## src/hw/ucl_pkg.sv

```systemverilog
/*
 * Constants and types shared by the USB-UART configuration loader.
 * Assumes a single 250 MHz clock and a synchronous active-high reset.
 */
package ucl_pkg;

	// ==========================================================
	// Descriptor defaults
	// ==========================================================
	localparam logic [15:0] UCL_DEF_VID        = 16'h1234;	// Arbitrary value.
	localparam logic [15:0] UCL_DEF_PID        = 16'h5678;	// Arbitrary value.
	localparam logic [7:0]  UCL_SIGNATURE      = 8'h5a;	// Arbitrary value.
	localparam logic [7:0]  UCL_DEF_ATTR       = 8'ha0;
	localparam logic [7:0]  UCL_DEF_MAXPWR     = 8'h2f;
	localparam int          UCL_ATTR_RSVD_BIT  = 7;
	localparam int          UCL_ATTR_SELF_BIT  = 6;
	localparam int          UCL_ATTR_WAKE_BIT  = 5;

	// ==========================================================
	// USB topology
	// ==========================================================
	localparam logic [7:0]  UCL_NUM_CONFIG     = 8'h01;
	localparam logic [7:0]  UCL_IF_PER_CH      = 8'h02;
	localparam logic [7:0]  UCL_EP_PER_CH      = 8'h03;

	// ==========================================================
	// CDC-ACM UART defaults
	// ==========================================================
	localparam logic [7:0]  UCL_FLOW_DEF       = 8'h01;
	localparam logic [7:0]  UCL_PINFN_DEF      = 8'h01;
	localparam logic [7:0]  UCL_PINDIR_DEF     = 8'h08;
	localparam logic [7:0]  UCL_PINEVT_DEF     = 8'h30;

	// ==========================================================
	// EEPROM layout and I2C
	// ==========================================================
	localparam logic [7:0]  UCL_I2C_ADDR_WR    = 8'ha0;
	localparam logic [7:0]  UCL_I2C_ADDR_RD    = 8'ha1;
	localparam int          UCL_EE_BYTES       = 8;
	localparam logic [2:0]  UCL_EE_VID_LO      = 3'h0;
	localparam logic [2:0]  UCL_EE_VID_HI      = 3'h1;
	localparam logic [2:0]  UCL_EE_PID_LO      = 3'h2;
	localparam logic [2:0]  UCL_EE_PID_HI      = 3'h3;
	localparam logic [2:0]  UCL_EE_ATTR        = 3'h4;
	localparam logic [2:0]  UCL_EE_MAXPWR      = 3'h5;
	localparam logic [2:0]  UCL_EE_SIG         = 3'h7;

	// ==========================================================
	// Timing
	// ==========================================================
	localparam int          UCL_CLK_MHZ        = 250;
	localparam int          UCL_I2C_KHZ        = 100;
	localparam int          UCL_QTR_CYC        = (UCL_CLK_MHZ * 1000) / (UCL_I2C_KHZ * 4);

	// I2C engine commands.
	typedef enum logic [1:0] {UCL_CMD_START, UCL_CMD_STOP, UCL_CMD_WRITE, UCL_CMD_READ} ucl_cmd_t;

endpackage

```

## src/hw/ucl_loader.sv

```systemverilog
/*
 * Power-up and bus-reset configuration loader of a four-channel USB-UART bridge.
 * Captures straps, reads an 8-byte I2C EEPROM, and presents descriptor fields
 * and CDC-ACM UART defaults. Assumes one clock and synchronous inputs.
 */
`timescale 1ns/1ps
module ucl_loader #(
	parameter int QTR_CYC = ucl_pkg::UCL_QTR_CYC
) (
	input  wire logic        clk,
	input  wire logic        srst,
	input  wire logic        bus_reset,
	input  wire logic        suspend,
	input  wire logic        susp_pin_i,
	output logic             susp_pin_o,
	output logic             susp_pin_oe,
	input  wire logic        sda_i,
	output logic             sda_o,
	output logic             sda_oe,
	input  wire logic        scl_i,
	output logic             scl_o,
	output logic             scl_oe,
	output logic             cfg_ready,
	output logic             eeprom_valid,
	output logic [15:0]      id_vendor,
	output logic [15:0]      id_product,
	output logic [7:0]       bm_attributes,
	output logic [7:0]       b_max_power,
	output logic [7:0]       num_configs,
	output logic [7:0]       if_per_channel,
	output logic [7:0]       ep_per_channel,
	output logic [7:0]       flow_control,
	output logic [7:0]       pin_function,
	output logic [7:0]       pin_direction,
	output logic [7:0]       pin_event_mask,
	output logic             strap_wakeup,
	output logic             strap_self_pwr
);
	import ucl_pkg::*;

	// ==========================================================
	// State
	// ==========================================================
	typedef enum {UCL_S_STRAP, UCL_S_START, UCL_S_DEVW, UCL_S_ADDR, UCL_S_RSTART, UCL_S_DEVR,
		UCL_S_READ, UCL_S_STOP, UCL_S_CHECK, UCL_S_DONE} ucl_st_t;

	typedef struct packed {
		ucl_st_t      st;
		logic         issued;
		logic         fail;
		logic [2:0]   idx;
		logic [63:0]  ee;
		logic         pol_high;
		logic         samp_pend;
		logic         strap_wake;
		logic         strap_self;
		logic         ready;
		logic         valid;
		logic [15:0]  vid;
		logic [15:0]  pid;
		logic [7:0]   attr;
		logic [7:0]   maxpwr;
		logic         susp_o;
		logic         susp_oe;
	} ucl_ld_t;

	ucl_ld_t r;
	ucl_ld_t next_r;

	logic        qtick;
	logic        i_busy;
	logic        i_done;
	logic [7:0]  i_rdata;
	logic        i_err;
	logic        cmd_valid;
	ucl_cmd_t    cmd;
	logic [7:0]  wdata;
	logic        i_sda_oe;
	logic        i_scl_oe;

	// ==========================================================
	// I2C engine
	// ==========================================================
	// Quarter-bit enable; a bench may shorten QTR_CYC to keep its runs brief.
	ucl_tick #(.DIV(QTR_CYC)) u_tick (
		.clk  (clk),
		.srst (srst),
		.tick (qtick)
	);

	// Only the last read is nacked, which tells the memory to let go of the data line.
	ucl_i2c u_i2c (
		.clk       (clk),
		.srst      (srst),
		.qtick     (qtick),
		.cmd_valid (cmd_valid),
		.cmd       (cmd),
		.wdata     (wdata),
		.rd_nack   (r.idx == 3'(UCL_EE_BYTES - 1)),
		.busy      (i_busy),
		.done      (i_done),
		.rdata     (i_rdata),
		.ack_err   (i_err),
		.sda_i     (sda_i),
		.sda_oe    (i_sda_oe),
		.scl_oe    (i_scl_oe)
	);

	// Sequencer command for the current state; issued once per step.
	always_comb
	begin
		cmd   = UCL_CMD_START;
		wdata = 8'h00;
		case (r.st)
			UCL_S_START:  cmd = UCL_CMD_START;
			UCL_S_DEVW:
			begin
				cmd   = UCL_CMD_WRITE;
				wdata = UCL_I2C_ADDR_WR;
			end
			UCL_S_ADDR:
			begin
				cmd   = UCL_CMD_WRITE;
				wdata = 8'h00;	// Word address zero: the image is read from its first byte.
			end
			UCL_S_RSTART: cmd = UCL_CMD_START;
			UCL_S_DEVR:
			begin
				cmd   = UCL_CMD_WRITE;
				wdata = UCL_I2C_ADDR_RD;
			end
			UCL_S_READ:   cmd = UCL_CMD_READ;
			UCL_S_STOP:   cmd = UCL_CMD_STOP;
			default:      cmd = UCL_CMD_START;
		endcase
		// Nothing is issued while the engine is busy or the sequencer has no bus step.
		cmd_valid = !r.issued && !i_busy && (r.st != UCL_S_STRAP) && (r.st != UCL_S_CHECK)
			&& (r.st != UCL_S_DONE);
	end

	// ==========================================================
	// Load sequence and descriptor selection
	// ==========================================================
	// A missing EEPROM shows as a nack; the sequence still stops cleanly, then uses defaults.
	always_comb
	begin
		next_r = r;
		if (cmd_valid)
			next_r.issued = 1'b1;
		if (i_done)
			next_r.issued = 1'b0;
		case (r.st)
			// Straps are taken once, while the engine still leaves both lines released.
			UCL_S_STRAP:
			begin
				next_r.strap_wake = ~sda_i;
				next_r.strap_self = scl_i;
				next_r.st         = UCL_S_START;
			end
			UCL_S_START:  if (i_done) next_r.st = UCL_S_DEVW;
			UCL_S_DEVW:
			begin
				if (i_done)
				begin
					next_r.fail = i_err;
					next_r.st   = i_err ? UCL_S_STOP : UCL_S_ADDR;
				end
			end
			UCL_S_ADDR:
			begin
				if (i_done)
				begin
					next_r.fail = i_err;
					next_r.st   = i_err ? UCL_S_STOP : UCL_S_RSTART;
				end
			end
			UCL_S_RSTART: if (i_done) next_r.st = UCL_S_DEVR;
			UCL_S_DEVR:
			begin
				if (i_done)
				begin
					next_r.fail = i_err;
					next_r.st   = i_err ? UCL_S_STOP : UCL_S_READ;
				end
			end
			// Bytes land at their own offset; the last one is nacked and ends the read.
			UCL_S_READ:
			begin
				if (i_done)
				begin
					next_r.ee[r.idx*8 +: 8] = i_rdata;
					next_r.idx              = r.idx + 3'h1;
					if (r.idx == 3'(UCL_EE_BYTES - 1))
						next_r.st = UCL_S_STOP;
				end
			end
			UCL_S_STOP:   if (i_done) next_r.st = UCL_S_CHECK;
			// A nack anywhere or a wrong signature leaves every loaded byte unused.
			UCL_S_CHECK:
			begin
				next_r.valid = !r.fail && (r.ee[UCL_EE_SIG*8 +: 8] == UCL_SIGNATURE);
				next_r.st    = UCL_S_DONE;
			end
			UCL_S_DONE:   next_r.ready = 1'b1;
			default:      next_r.st = UCL_S_STRAP;
		endcase

		// Descriptor fields follow validity; defaults stand otherwise.
		// They are recomputed every cycle, so they settle one cycle after validity
		// and stay put once the sequencer parks in its done state.
		if (r.valid)
		begin
			next_r.vid    = {r.ee[UCL_EE_VID_HI*8 +: 8], r.ee[UCL_EE_VID_LO*8 +: 8]};
			next_r.pid    = {r.ee[UCL_EE_PID_HI*8 +: 8], r.ee[UCL_EE_PID_LO*8 +: 8]};
			next_r.attr   = r.ee[UCL_EE_ATTR*8 +: 8];
			next_r.maxpwr = r.ee[UCL_EE_MAXPWR*8 +: 8];
		end
		else
		begin
			next_r.vid    = UCL_DEF_VID;
			next_r.pid    = UCL_DEF_PID;
			next_r.attr   = '0;
			next_r.attr[UCL_ATTR_RSVD_BIT] = 1'b1;
			next_r.attr[UCL_ATTR_SELF_BIT] = r.strap_self;
			next_r.attr[UCL_ATTR_WAKE_BIT] = r.strap_wake;
			next_r.maxpwr = UCL_DEF_MAXPWR;
		end

		// Polarity is resampled one cycle after a bus reset, with the pin released.
		// Releasing the pin from the cycle after bus reset rises until the last sample avoids reading our own drive back.
		next_r.samp_pend = bus_reset;
		if (r.samp_pend)
			next_r.pol_high = susp_pin_i;
		next_r.susp_oe = !bus_reset && !r.samp_pend;
		next_r.susp_o  = suspend ? r.pol_high : ~r.pol_high;
	end

	// Reset releases the pin so that the polarity strap can be read on the first cycle after.
	// Descriptor defaults stand during reset so that a host never sees zeros.
	always_ff @(posedge clk)
	begin
		if (srst)
		begin
			r           <= '0;
			r.st        <= UCL_S_STRAP;
			r.samp_pend <= 1'b1;
			r.vid       <= UCL_DEF_VID;
			r.pid       <= UCL_DEF_PID;
			r.attr      <= UCL_DEF_ATTR;
			r.maxpwr    <= UCL_DEF_MAXPWR;
		end
		else
			r <= next_r;
	end

	// ==========================================================
	// Outputs
	// ==========================================================
	// Open-drain: the driven level is always low.
	assign sda_o          = 1'b0;
	assign scl_o          = 1'b0;
	assign sda_oe         = i_sda_oe;
	assign scl_oe         = i_scl_oe;
	assign susp_pin_o     = r.susp_o;
	assign susp_pin_oe    = r.susp_oe;
	assign cfg_ready      = r.ready;
	assign eeprom_valid   = r.valid;
	assign id_vendor      = r.vid;
	assign id_product     = r.pid;
	assign bm_attributes  = r.attr;
	assign b_max_power    = r.maxpwr;
	// The topology and UART defaults are fixed tie-offs, not state.
	assign num_configs    = UCL_NUM_CONFIG;
	assign if_per_channel = UCL_IF_PER_CH;
	assign ep_per_channel = UCL_EP_PER_CH;
	assign flow_control   = UCL_FLOW_DEF;
	assign pin_function   = UCL_PINFN_DEF;
	assign pin_direction  = UCL_PINDIR_DEF;
	assign pin_event_mask = UCL_PINEVT_DEF;
	assign strap_wakeup   = r.strap_wake;
	assign strap_self_pwr = r.strap_self;
endmodule // ucl_loader

```

## src/hw/ucl_tick.sv

```systemverilog
/*
 * Divider that produces a one-cycle enable pulse every DIV cycles.
 * Assumes the common clock and synchronous reset.
 */
`timescale 1ns/1ps
module ucl_tick #(
	parameter int DIV = 625
) (
	input  wire logic clk,
	input  wire logic srst,
	output logic      tick
);
	import ucl_pkg::*;

	typedef struct packed {
		logic [15:0] cnt;
		logic        tick;
	} ucl_tick_t;

	ucl_tick_t r;
	ucl_tick_t next_r;

	// Count down and pulse at wrap.
	always_comb
	begin
		next_r      = r;
		next_r.tick = 1'b0;
		if (r.cnt == 16'h0000)
		begin
			next_r.cnt  = 16'(DIV - 1);
			next_r.tick = 1'b1;
		end
		else
			next_r.cnt = r.cnt - 16'h0001;
	end

	always_ff @(posedge clk)
	begin
		if (srst)
			r <= '0;
		else
			r <= next_r;
	end

	assign tick = r.tick;
endmodule // ucl_tick

```

## src/hw/ucl_i2c.sv

```systemverilog
/*
 * Byte-level I2C master: start, stop, write with ack check, read with ack/nack.
 * Assumes an external pull-up on both lines and a quarter-bit enable pulse.
 */
`timescale 1ns/1ps
module ucl_i2c (
	input  wire logic             clk,
	input  wire logic             srst,
	input  wire logic             qtick,
	input  wire logic             cmd_valid,
	input  ucl_pkg::ucl_cmd_t     cmd,
	input  wire logic [7:0]       wdata,
	input  wire logic             rd_nack,
	output logic                  busy,
	output logic                  done,
	output logic [7:0]            rdata,
	output logic                  ack_err,
	input  wire logic             sda_i,
	output logic                  sda_oe,
	output logic                  scl_oe
);
	import ucl_pkg::*;

	typedef enum {UCL_I_IDLE, UCL_I_RUN} ucl_ist_t;

	typedef struct packed {
		ucl_ist_t     st;
		ucl_cmd_t     cmd;
		logic [1:0]   ph;
		logic [3:0]   bitn;
		logic [8:0]   sh;
		logic         nack;
		logic         done;
		logic         err;
		logic [7:0]   rdata;
		logic         sda_oe;
		logic         scl_oe;
	} ucl_i2c_t;

	ucl_i2c_t r;
	ucl_i2c_t next_r;

	// Four phases per bit; the line is pulled low by enabling the driver.
	always_comb
	begin
		next_r      = r;
		next_r.done = 1'b0;
		case (r.st)
			UCL_I_IDLE:
			begin
				if (cmd_valid)
				begin
					next_r.st   = UCL_I_RUN;
					next_r.cmd  = cmd;
					next_r.ph   = 2'h0;
					next_r.bitn = 4'h0;
					next_r.nack = rd_nack;
					// The shift register holds line levels: a zero ninth bit pulls the line low as an ack.
					next_r.sh   = (cmd == UCL_CMD_WRITE) ? {wdata, 1'b1} : {8'hff, rd_nack};
				end
			end
			UCL_I_RUN:
			begin
				if (qtick)
				begin
					next_r.ph = r.ph + 2'h1;
					case (r.cmd)
						UCL_CMD_START:
						begin
							case (r.ph)
								2'h0:
								begin
									next_r.sda_oe = 1'b0;
									next_r.scl_oe = 1'b0;
								end
								2'h1: next_r.sda_oe = 1'b1;
								2'h2: next_r.scl_oe = 1'b1;
								default:
								begin
									next_r.st   = UCL_I_IDLE;
									next_r.done = 1'b1;
								end
							endcase
						end
						UCL_CMD_STOP:
						begin
							case (r.ph)
								2'h0: next_r.sda_oe = 1'b1;
								2'h1: next_r.scl_oe = 1'b0;
								2'h2: next_r.sda_oe = 1'b0;
								default:
								begin
									next_r.st   = UCL_I_IDLE;
									next_r.done = 1'b1;
								end
							endcase
						end
						default:
						begin
							case (r.ph)
								2'h0: next_r.sda_oe = ~r.sh[8];
								2'h1: next_r.scl_oe = 1'b0;
								2'h2: next_r.sh = {r.sh[7:0], sda_i};	// Sample while clock is high.
								default:
								begin
									next_r.scl_oe = 1'b1;
									next_r.bitn   = r.bitn + 4'h1;
									if (r.bitn == 4'h8)
									begin
										next_r.st     = UCL_I_IDLE;
										next_r.done   = 1'b1;
										next_r.sda_oe = 1'b0;
										next_r.err    = (r.cmd == UCL_CMD_WRITE) && r.sh[0];
										next_r.rdata  = r.sh[8:1];
									end
								end
							endcase
						end
					endcase
				end
			end
			default:
				next_r.st = UCL_I_IDLE;
		endcase
	end

	always_ff @(posedge clk)
	begin
		if (srst)
			r <= '0;
		else
			r <= next_r;
	end

	assign busy    = (r.st != UCL_I_IDLE);
	assign done    = r.done;
	assign rdata   = r.rdata;
	assign ack_err = r.err;
	assign sda_oe  = r.sda_oe;
	assign scl_oe  = r.scl_oe;
endmodule // ucl_i2c

```

## config.mk

```make
export PLATFORM = sky130hd
export DESIGN_NAME = ucl_loader
export DESIGN_NICKNAME = d
export VERILOG_FILES = /design/src/hw/ucl_pkg.sv /design/src/hw/ucl_loader.sv /design/src/hw/ucl_tick.sv /design/src/hw/ucl_i2c.sv
export SDC_FILE = /design/constraint.sdc
export NUM_CORES = 1
export LEC_CHECK = 0
export ABC_AREA = 1
export CAP_MARGIN = 40
export CORE_MARGIN = 2
export CORE_UTILIZATION = 60
export CTS_CLUSTER_SIZE = 28
export DETAILED_ROUTE_END_ITERATION = 12
export DONT_BUFFER_PORTS = 1
export PLACE_DENSITY_LB_ADDON = 0.08
export SLEW_MARGIN = 20
export SYNTH_ARGS = -nofsm -noshare
export SYNTH_HDL_FRONTEND = slang
export SYNTH_SLANG_ARGS = --single-unit
```

## constraint.sdc

```tcl
create_clock -name clk -period 4.62 [get_ports clk]
set_clock_uncertainty 0.15 [all_clocks]
set_input_delay 0.231 -clock clk [delete_from_list [all_inputs] [get_ports clk]]
set_output_delay 0.231 -clock clk [all_outputs]
set_load 0.01 [all_outputs]
```

Word level (Yosys, flattened, before mapping) --
Index checks and enable logic that the tools add are counted.
Storage, ports and cells: word-level logic and storage cells 172, register bits after elaboration 236
Cells by class: add/subtract/negate cells 5, multiplexer cells 43, shift operators 2, reduce and logical (&&, ||, !) cells 41, bitwise gates (word level) 9, equality and inequality tests 40
Operator list (count):
- 2-to-1 mux 32 bit | 13
- one-hot mux 32 bit (10 select lines) | 1
- equality test 32 x 3 -> 1 bit (second input constant) | 4
- bitwise mux 64 bit | 1
- equality test 32 x 1 -> 1 bit (second input constant) | 2
- equality test 32 x 2 -> 1 bit (second input constant) | 2
- equality test 32 x 4 -> 1 bit (second input constant) | 2
- zero test 32 bit | 2
- inequality test 32 x 5 -> 1 bit (second input constant) | 2
- one-hot mux 32 bit (2 select lines) | 1
- nonzero test 32 bit | 2
- variable shift 8 x 34 -> 64 bit (first input constant) | 1
- indexed part select 8 x 34 -> 64 bit | 1
- 2-to-1 mux 50 bit | 1
- negator 6 -> 34 bit | 1
- 2-to-1 mux 15 bit | 2
- one-hot mux 15 bit (2 select lines) | 1
- 2-to-1 mux 10 bit | 2
- AND reduction 5 bit | 4
- 2-to-1 mux 9 bit | 2
- inequality test 2 x 1 -> 1 bit (second input constant) | 9
- zero test 16 bit | 1
- one-hot mux 8 bit (2 select lines) | 1
- subtractor 16 x 1 -> 16 bit (second input constant) | 1
- 33 further kinds | 81

Depth between registers and ports, before layout --
depth after elaboration 8, depth in mapped cells 12, mapped depth without buffers 10

Cells and area by module --
From an unflattened synthesis, not the netlist that was laid out.
Unflattened totals: cells, all modules 1043, area total of the unflattened synthesis 7795.0 um^2
Modules (own cells, without submodules):
- ucl_loader | area each 5390.2 um^2, seq. area each 2422.3 um^2, cells each 711, instances 1
- ucl_i2c | area each 1535.2 um^2, seq. area each 600.6 um^2, cells each 209, instances 1
- ucl_tick | area each 869.6 um^2, seq. area each 340.3 um^2, cells each 123, instances 1

Least setup slack after synthesis --
No wires, ideal clock.
path kind reg-to-reg, start point reg r[120] in the netlist's numbering, end point reg r[100] in the netlist's numbering, stages on the path, launching flop included 11, library setup time 0.132 ns, period minus slack after synthesis 2.073 ns, path buffers 1, setup slack 2.547 ns, data required time 4.338 ns, data arrival time 1.791 ns, cell sequence dfxtp_1 -> inv_2 -> ha_1 -> ha_1 -> inv_2 -> buf_2 -> nand4_1 -> nor2_4 -> inv_2 -> nand2_1 -> a21oi_1
On the way: longest elaborated chain between the ends 3, elaborated cells between the ends (all ways) 4, those cells by class add/sub: 1; shift: 2; mux: 1
Ends and longest elaborated chain:
- start: declaration | line ucl_loader.sv:67 | ucl_ld_t r;
- start signal: assignment | line ucl_loader.sv:253 | r <= next_r;
- negator 6 -> 34 bit * | line ucl_loader.sv:191 | next_r.ee[r.idx*8 +: 8] = i_rdata;
- indexed part select 8 x 34 -> 64 bit / variable shift 8 x 34 -> 64 bit (equally long branches) | line ucl_loader.sv:191
- bitwise mux 64 bit * | line ucl_loader.sv:191
Every way passes the cells marked *; elsewhere a longest branch is shown, timed or not. A chain may end at the register's enable or synchronous reset.

Final worst setup path --
start point reg r[120] in the netlist's numbering, end point reg r[117] in the netlist's numbering
The elaborated chain is that of the path after synthesis.

==> results by group <==
Cells and area
  – Design area: 0.007933 sq mm
  – Filler Cell Count: 1169
  – # diodes: 0
  – # nets final: 1007
  – Area grow syn2layout: 2.077%
  – Commonest non-fill, non-tap cell in the layout: nand2_1
  – Ratio of cells with drive above 1 in the final layout: 8.192%
  – Post-Layout Cell Count: 1173
  – Most frequent cells in the layout: nand2_1, dfxtp_1, nor2_1

Logic synthesis
  – Ys Warns: 0
  – Syn Inst Count: 1045
  – Number of synthesized flops with an enable pin: 0
  – Seq cells post-synth: 168
  – Post-synth ARST share: 0%
  – Avg Cell Area, Syn: 7.437 sq um
  – Adder-cell share of the synthesized area: 1.932%
  – Synth Area in Compound Gates: 9.354%
  – Cells taking the most area after synthesis: dfxtp_1, buf_4, nand2_1, nor2_1, a21oi_1
  – Primary FF master, synth: dfxtp_1
  – Post-synthesis mux area share: 0%
  – Post-synthesis cell type count: 37
  – Synth Area in XOR/XNOR: 0.9016%
  – Synth Cell Area: 0.007771 sq mm
  – Sequential fraction of the synthesis area: 43.28%
  – Leading area contributor after synthesis: dfxtp_1
  – Largest family of logic cells by synthesized area: simple AND/OR/NAND/NOR gates
  – Area share of and/or/nand/nor cells after synthesis: 26.95%
  – Synth top area share: 43.28%

Global route
  – Initial antenna violation count: 0
  – Vias in the first global route: 5039
  – First-pass GRT wire length: 24000 microns
  – Largest net degree at the start of global routing: 45
  – Total congestion overflow: 0
  – All-Layer GR Usage: 21.17%

Setup path
  – Arrival time of the worst setup path: 3.26 ns
  – CP required: 4.79 ns
  – R2R Setup Slk: 1.53 ns
  – Worst setup EP type: register
  – CP Max Fanout: 23
  – Worst Path Class, Setup: register to register
  – Crit path launch type: register

Clock network
  – Clk Tree Root Cell: clkbuf_16
  – Max Root-Sink Buffers: 2
  – CTS tree: done
  – Total clock buffers created by CTS: 17
  – Htree depth: 4
  – Worst-Skew Late Latency: 0.43 ns
  – Post-CTS Setup Repair Bufs: 0
  – # clock sinks: 168
  – Clock slew at reported path FFs: 0.06 ns

Timing
  – Hold WS: 0.2032 ns
  – Final Max Slew Viols: 0
  – Slew @ Worst Pin: 0.8332 ns
  – Final Cycle Share: 66.84%
  – # setup viols final: 0
  – Hold Vio Cnt, Final: 0
  – Sum Neg Setup Slack: 0 ns
  – Worst relative slew slack: 44.37%
  – Minimum clock period: 3.088 ns
  – RSZ-0062 raised after global routing: no
  – Max Clk Rate: 323.9 MHz

Power
  – Leak: 0.003269 uW
  – Pwr/cell area: 546.1 mW/mm^2
  – Max VDD drop: 0.0003049 V

Floorplan
  – Core area: 0.01262 sq mm
  – Row count: 41
  – Die ar.: 0.01388 sq mm
  – Initial core utilization: 61.58%
  – Ports: 121
  – Die X: 117.8 microns
  – Die height: 117.8 microns

Route
  – DRC: 0
  – Drt total wl: 14430 microns
  – Initial DRC count: 447
  – WL per Instance: 12.30 microns
  – Via Count: 5699
  – Post-route ant nets: 0
  – DR pass1 iterations: 5
  – Vias per cell: 4.858

Placed design
  – Dpl cell area: 0.007221 sq mm
  – Post-detail-place hpwl: 9922 microns
  – Post-Place Cells: 1133
  – GPL Wtd Cong: 0.8835
  – PortBufs: 0

Job
  – Maxcap violations: 0

Outcome
  – Status: finished, final reports clean

Worst hold path
  – HP Class: primary input to register
layer usage:
layer,vias to the layer above,part of all wire (%),global-route usage [%]
li1,3025,-,-
met1,2507,48,28.11
met2,152,46,33.07
met3,15,5.3,6.056
met4,0,1.4,7.304
met5,-,0,0
critical path, stage by stage, from the launching register on:
cell and delay, ns:
dfxtp_1 0.87, inv_2 0.15, ha_1 0.69, inv_2 0.25, nand3_1 0.12, nor2_1 0.05
nand2_1 0.31, inv_1 0.15, o21ai_0 0.17, nor2_1 0.06
final cells by class:
cell class / count / area, sq um / area share [%]
Timing Repair Buffer: 10 / 105.1 / 1.325
Clock buffer: 19 / 452.9 / 5.710
Clock inverter: 13 / 168.9 / 2.129
Sequential cell: 168 / 3363 / 42.40
Tap cell: 172 / 215.2 / 2.713
Multi-Input combinational cell: 693 / 3259 / 41.09
Inverter: 98 / 367.9 / 4.637
path summary, 6_finish.rpt:
path,startpoint,end,depth (start not counted)
max,r[120]$_SDFFE_PP0P_,r[117]$_SDFFE_PP0P_,9
max reg2reg,r[120]$_SDFFE_PP0P_,r[117]$_SDFFE_PP0P_,9
min,srst,bm_attributes[5]$_SDFF_PP1_,2
min reg2reg,r[74]$_SDFFE_PP0P_,id_product[2]$_SDFF_PP0_,2
registers in the layout (all words and copies together), names as in the netlist, 8 cells and up:
signal         flops
id_product        16
u_tick.r          16
bm_attributes      8
r                 67
b_max_power        8
u_i2c.rdata        8
id_vendor         16
u_i2c.r           18
logic make-up (layout without fill, tap and decap cells):
group / Yosys count / count (layout)
DFF: 168 / 168
adders and majority gates: 12 / 12
AOI/OAI and AO/OA: 143 / 143
buffers and inverters: 240 / 140
xor gates and xnor gates: 8 / 8
other: 2 / 58
and+or+nand+nor: 472 / 472
what timing repair did:
item                                   CTS  global route
endpoints found under the hold margin   49             0
gates resized for setup                  0             0
hold buffers                             8             0
power breakdown:
part	total [uW]	internal, uW	switching (uW)
Clock	1470	884	587
Combinational	1060	368	690
Sequential	1800	1630	177
Total	4330	2880	1450
synth_stat cells, drive strengths merged (3+ instances only):
cell type and instances:
nand2 198, o21ai 68, a31oi 3, nor2 167, or2 18, nand4 6, buf 129, a21oi 70
xor2 5, xnor2 3, clkbuf 13, inv 98, nor3 26, dfxtp 168, nand3 52, ha 12
per-stage QoR:
step / setup WS [ns] / utilization (%) / power, uW
finish: 1.532 / 62.86 / 4332
global route: 1.298 / 62.86 / 4636
CTS: 1.567 / 62.86 / 4366
detailed placement: 1.583 / 57.22 / 2873
global placement: 1.671 / 57.22 / 2868
floorplan: 2.547 / - / 2770
No activity file was read; power rests on OpenSTA's default activity.
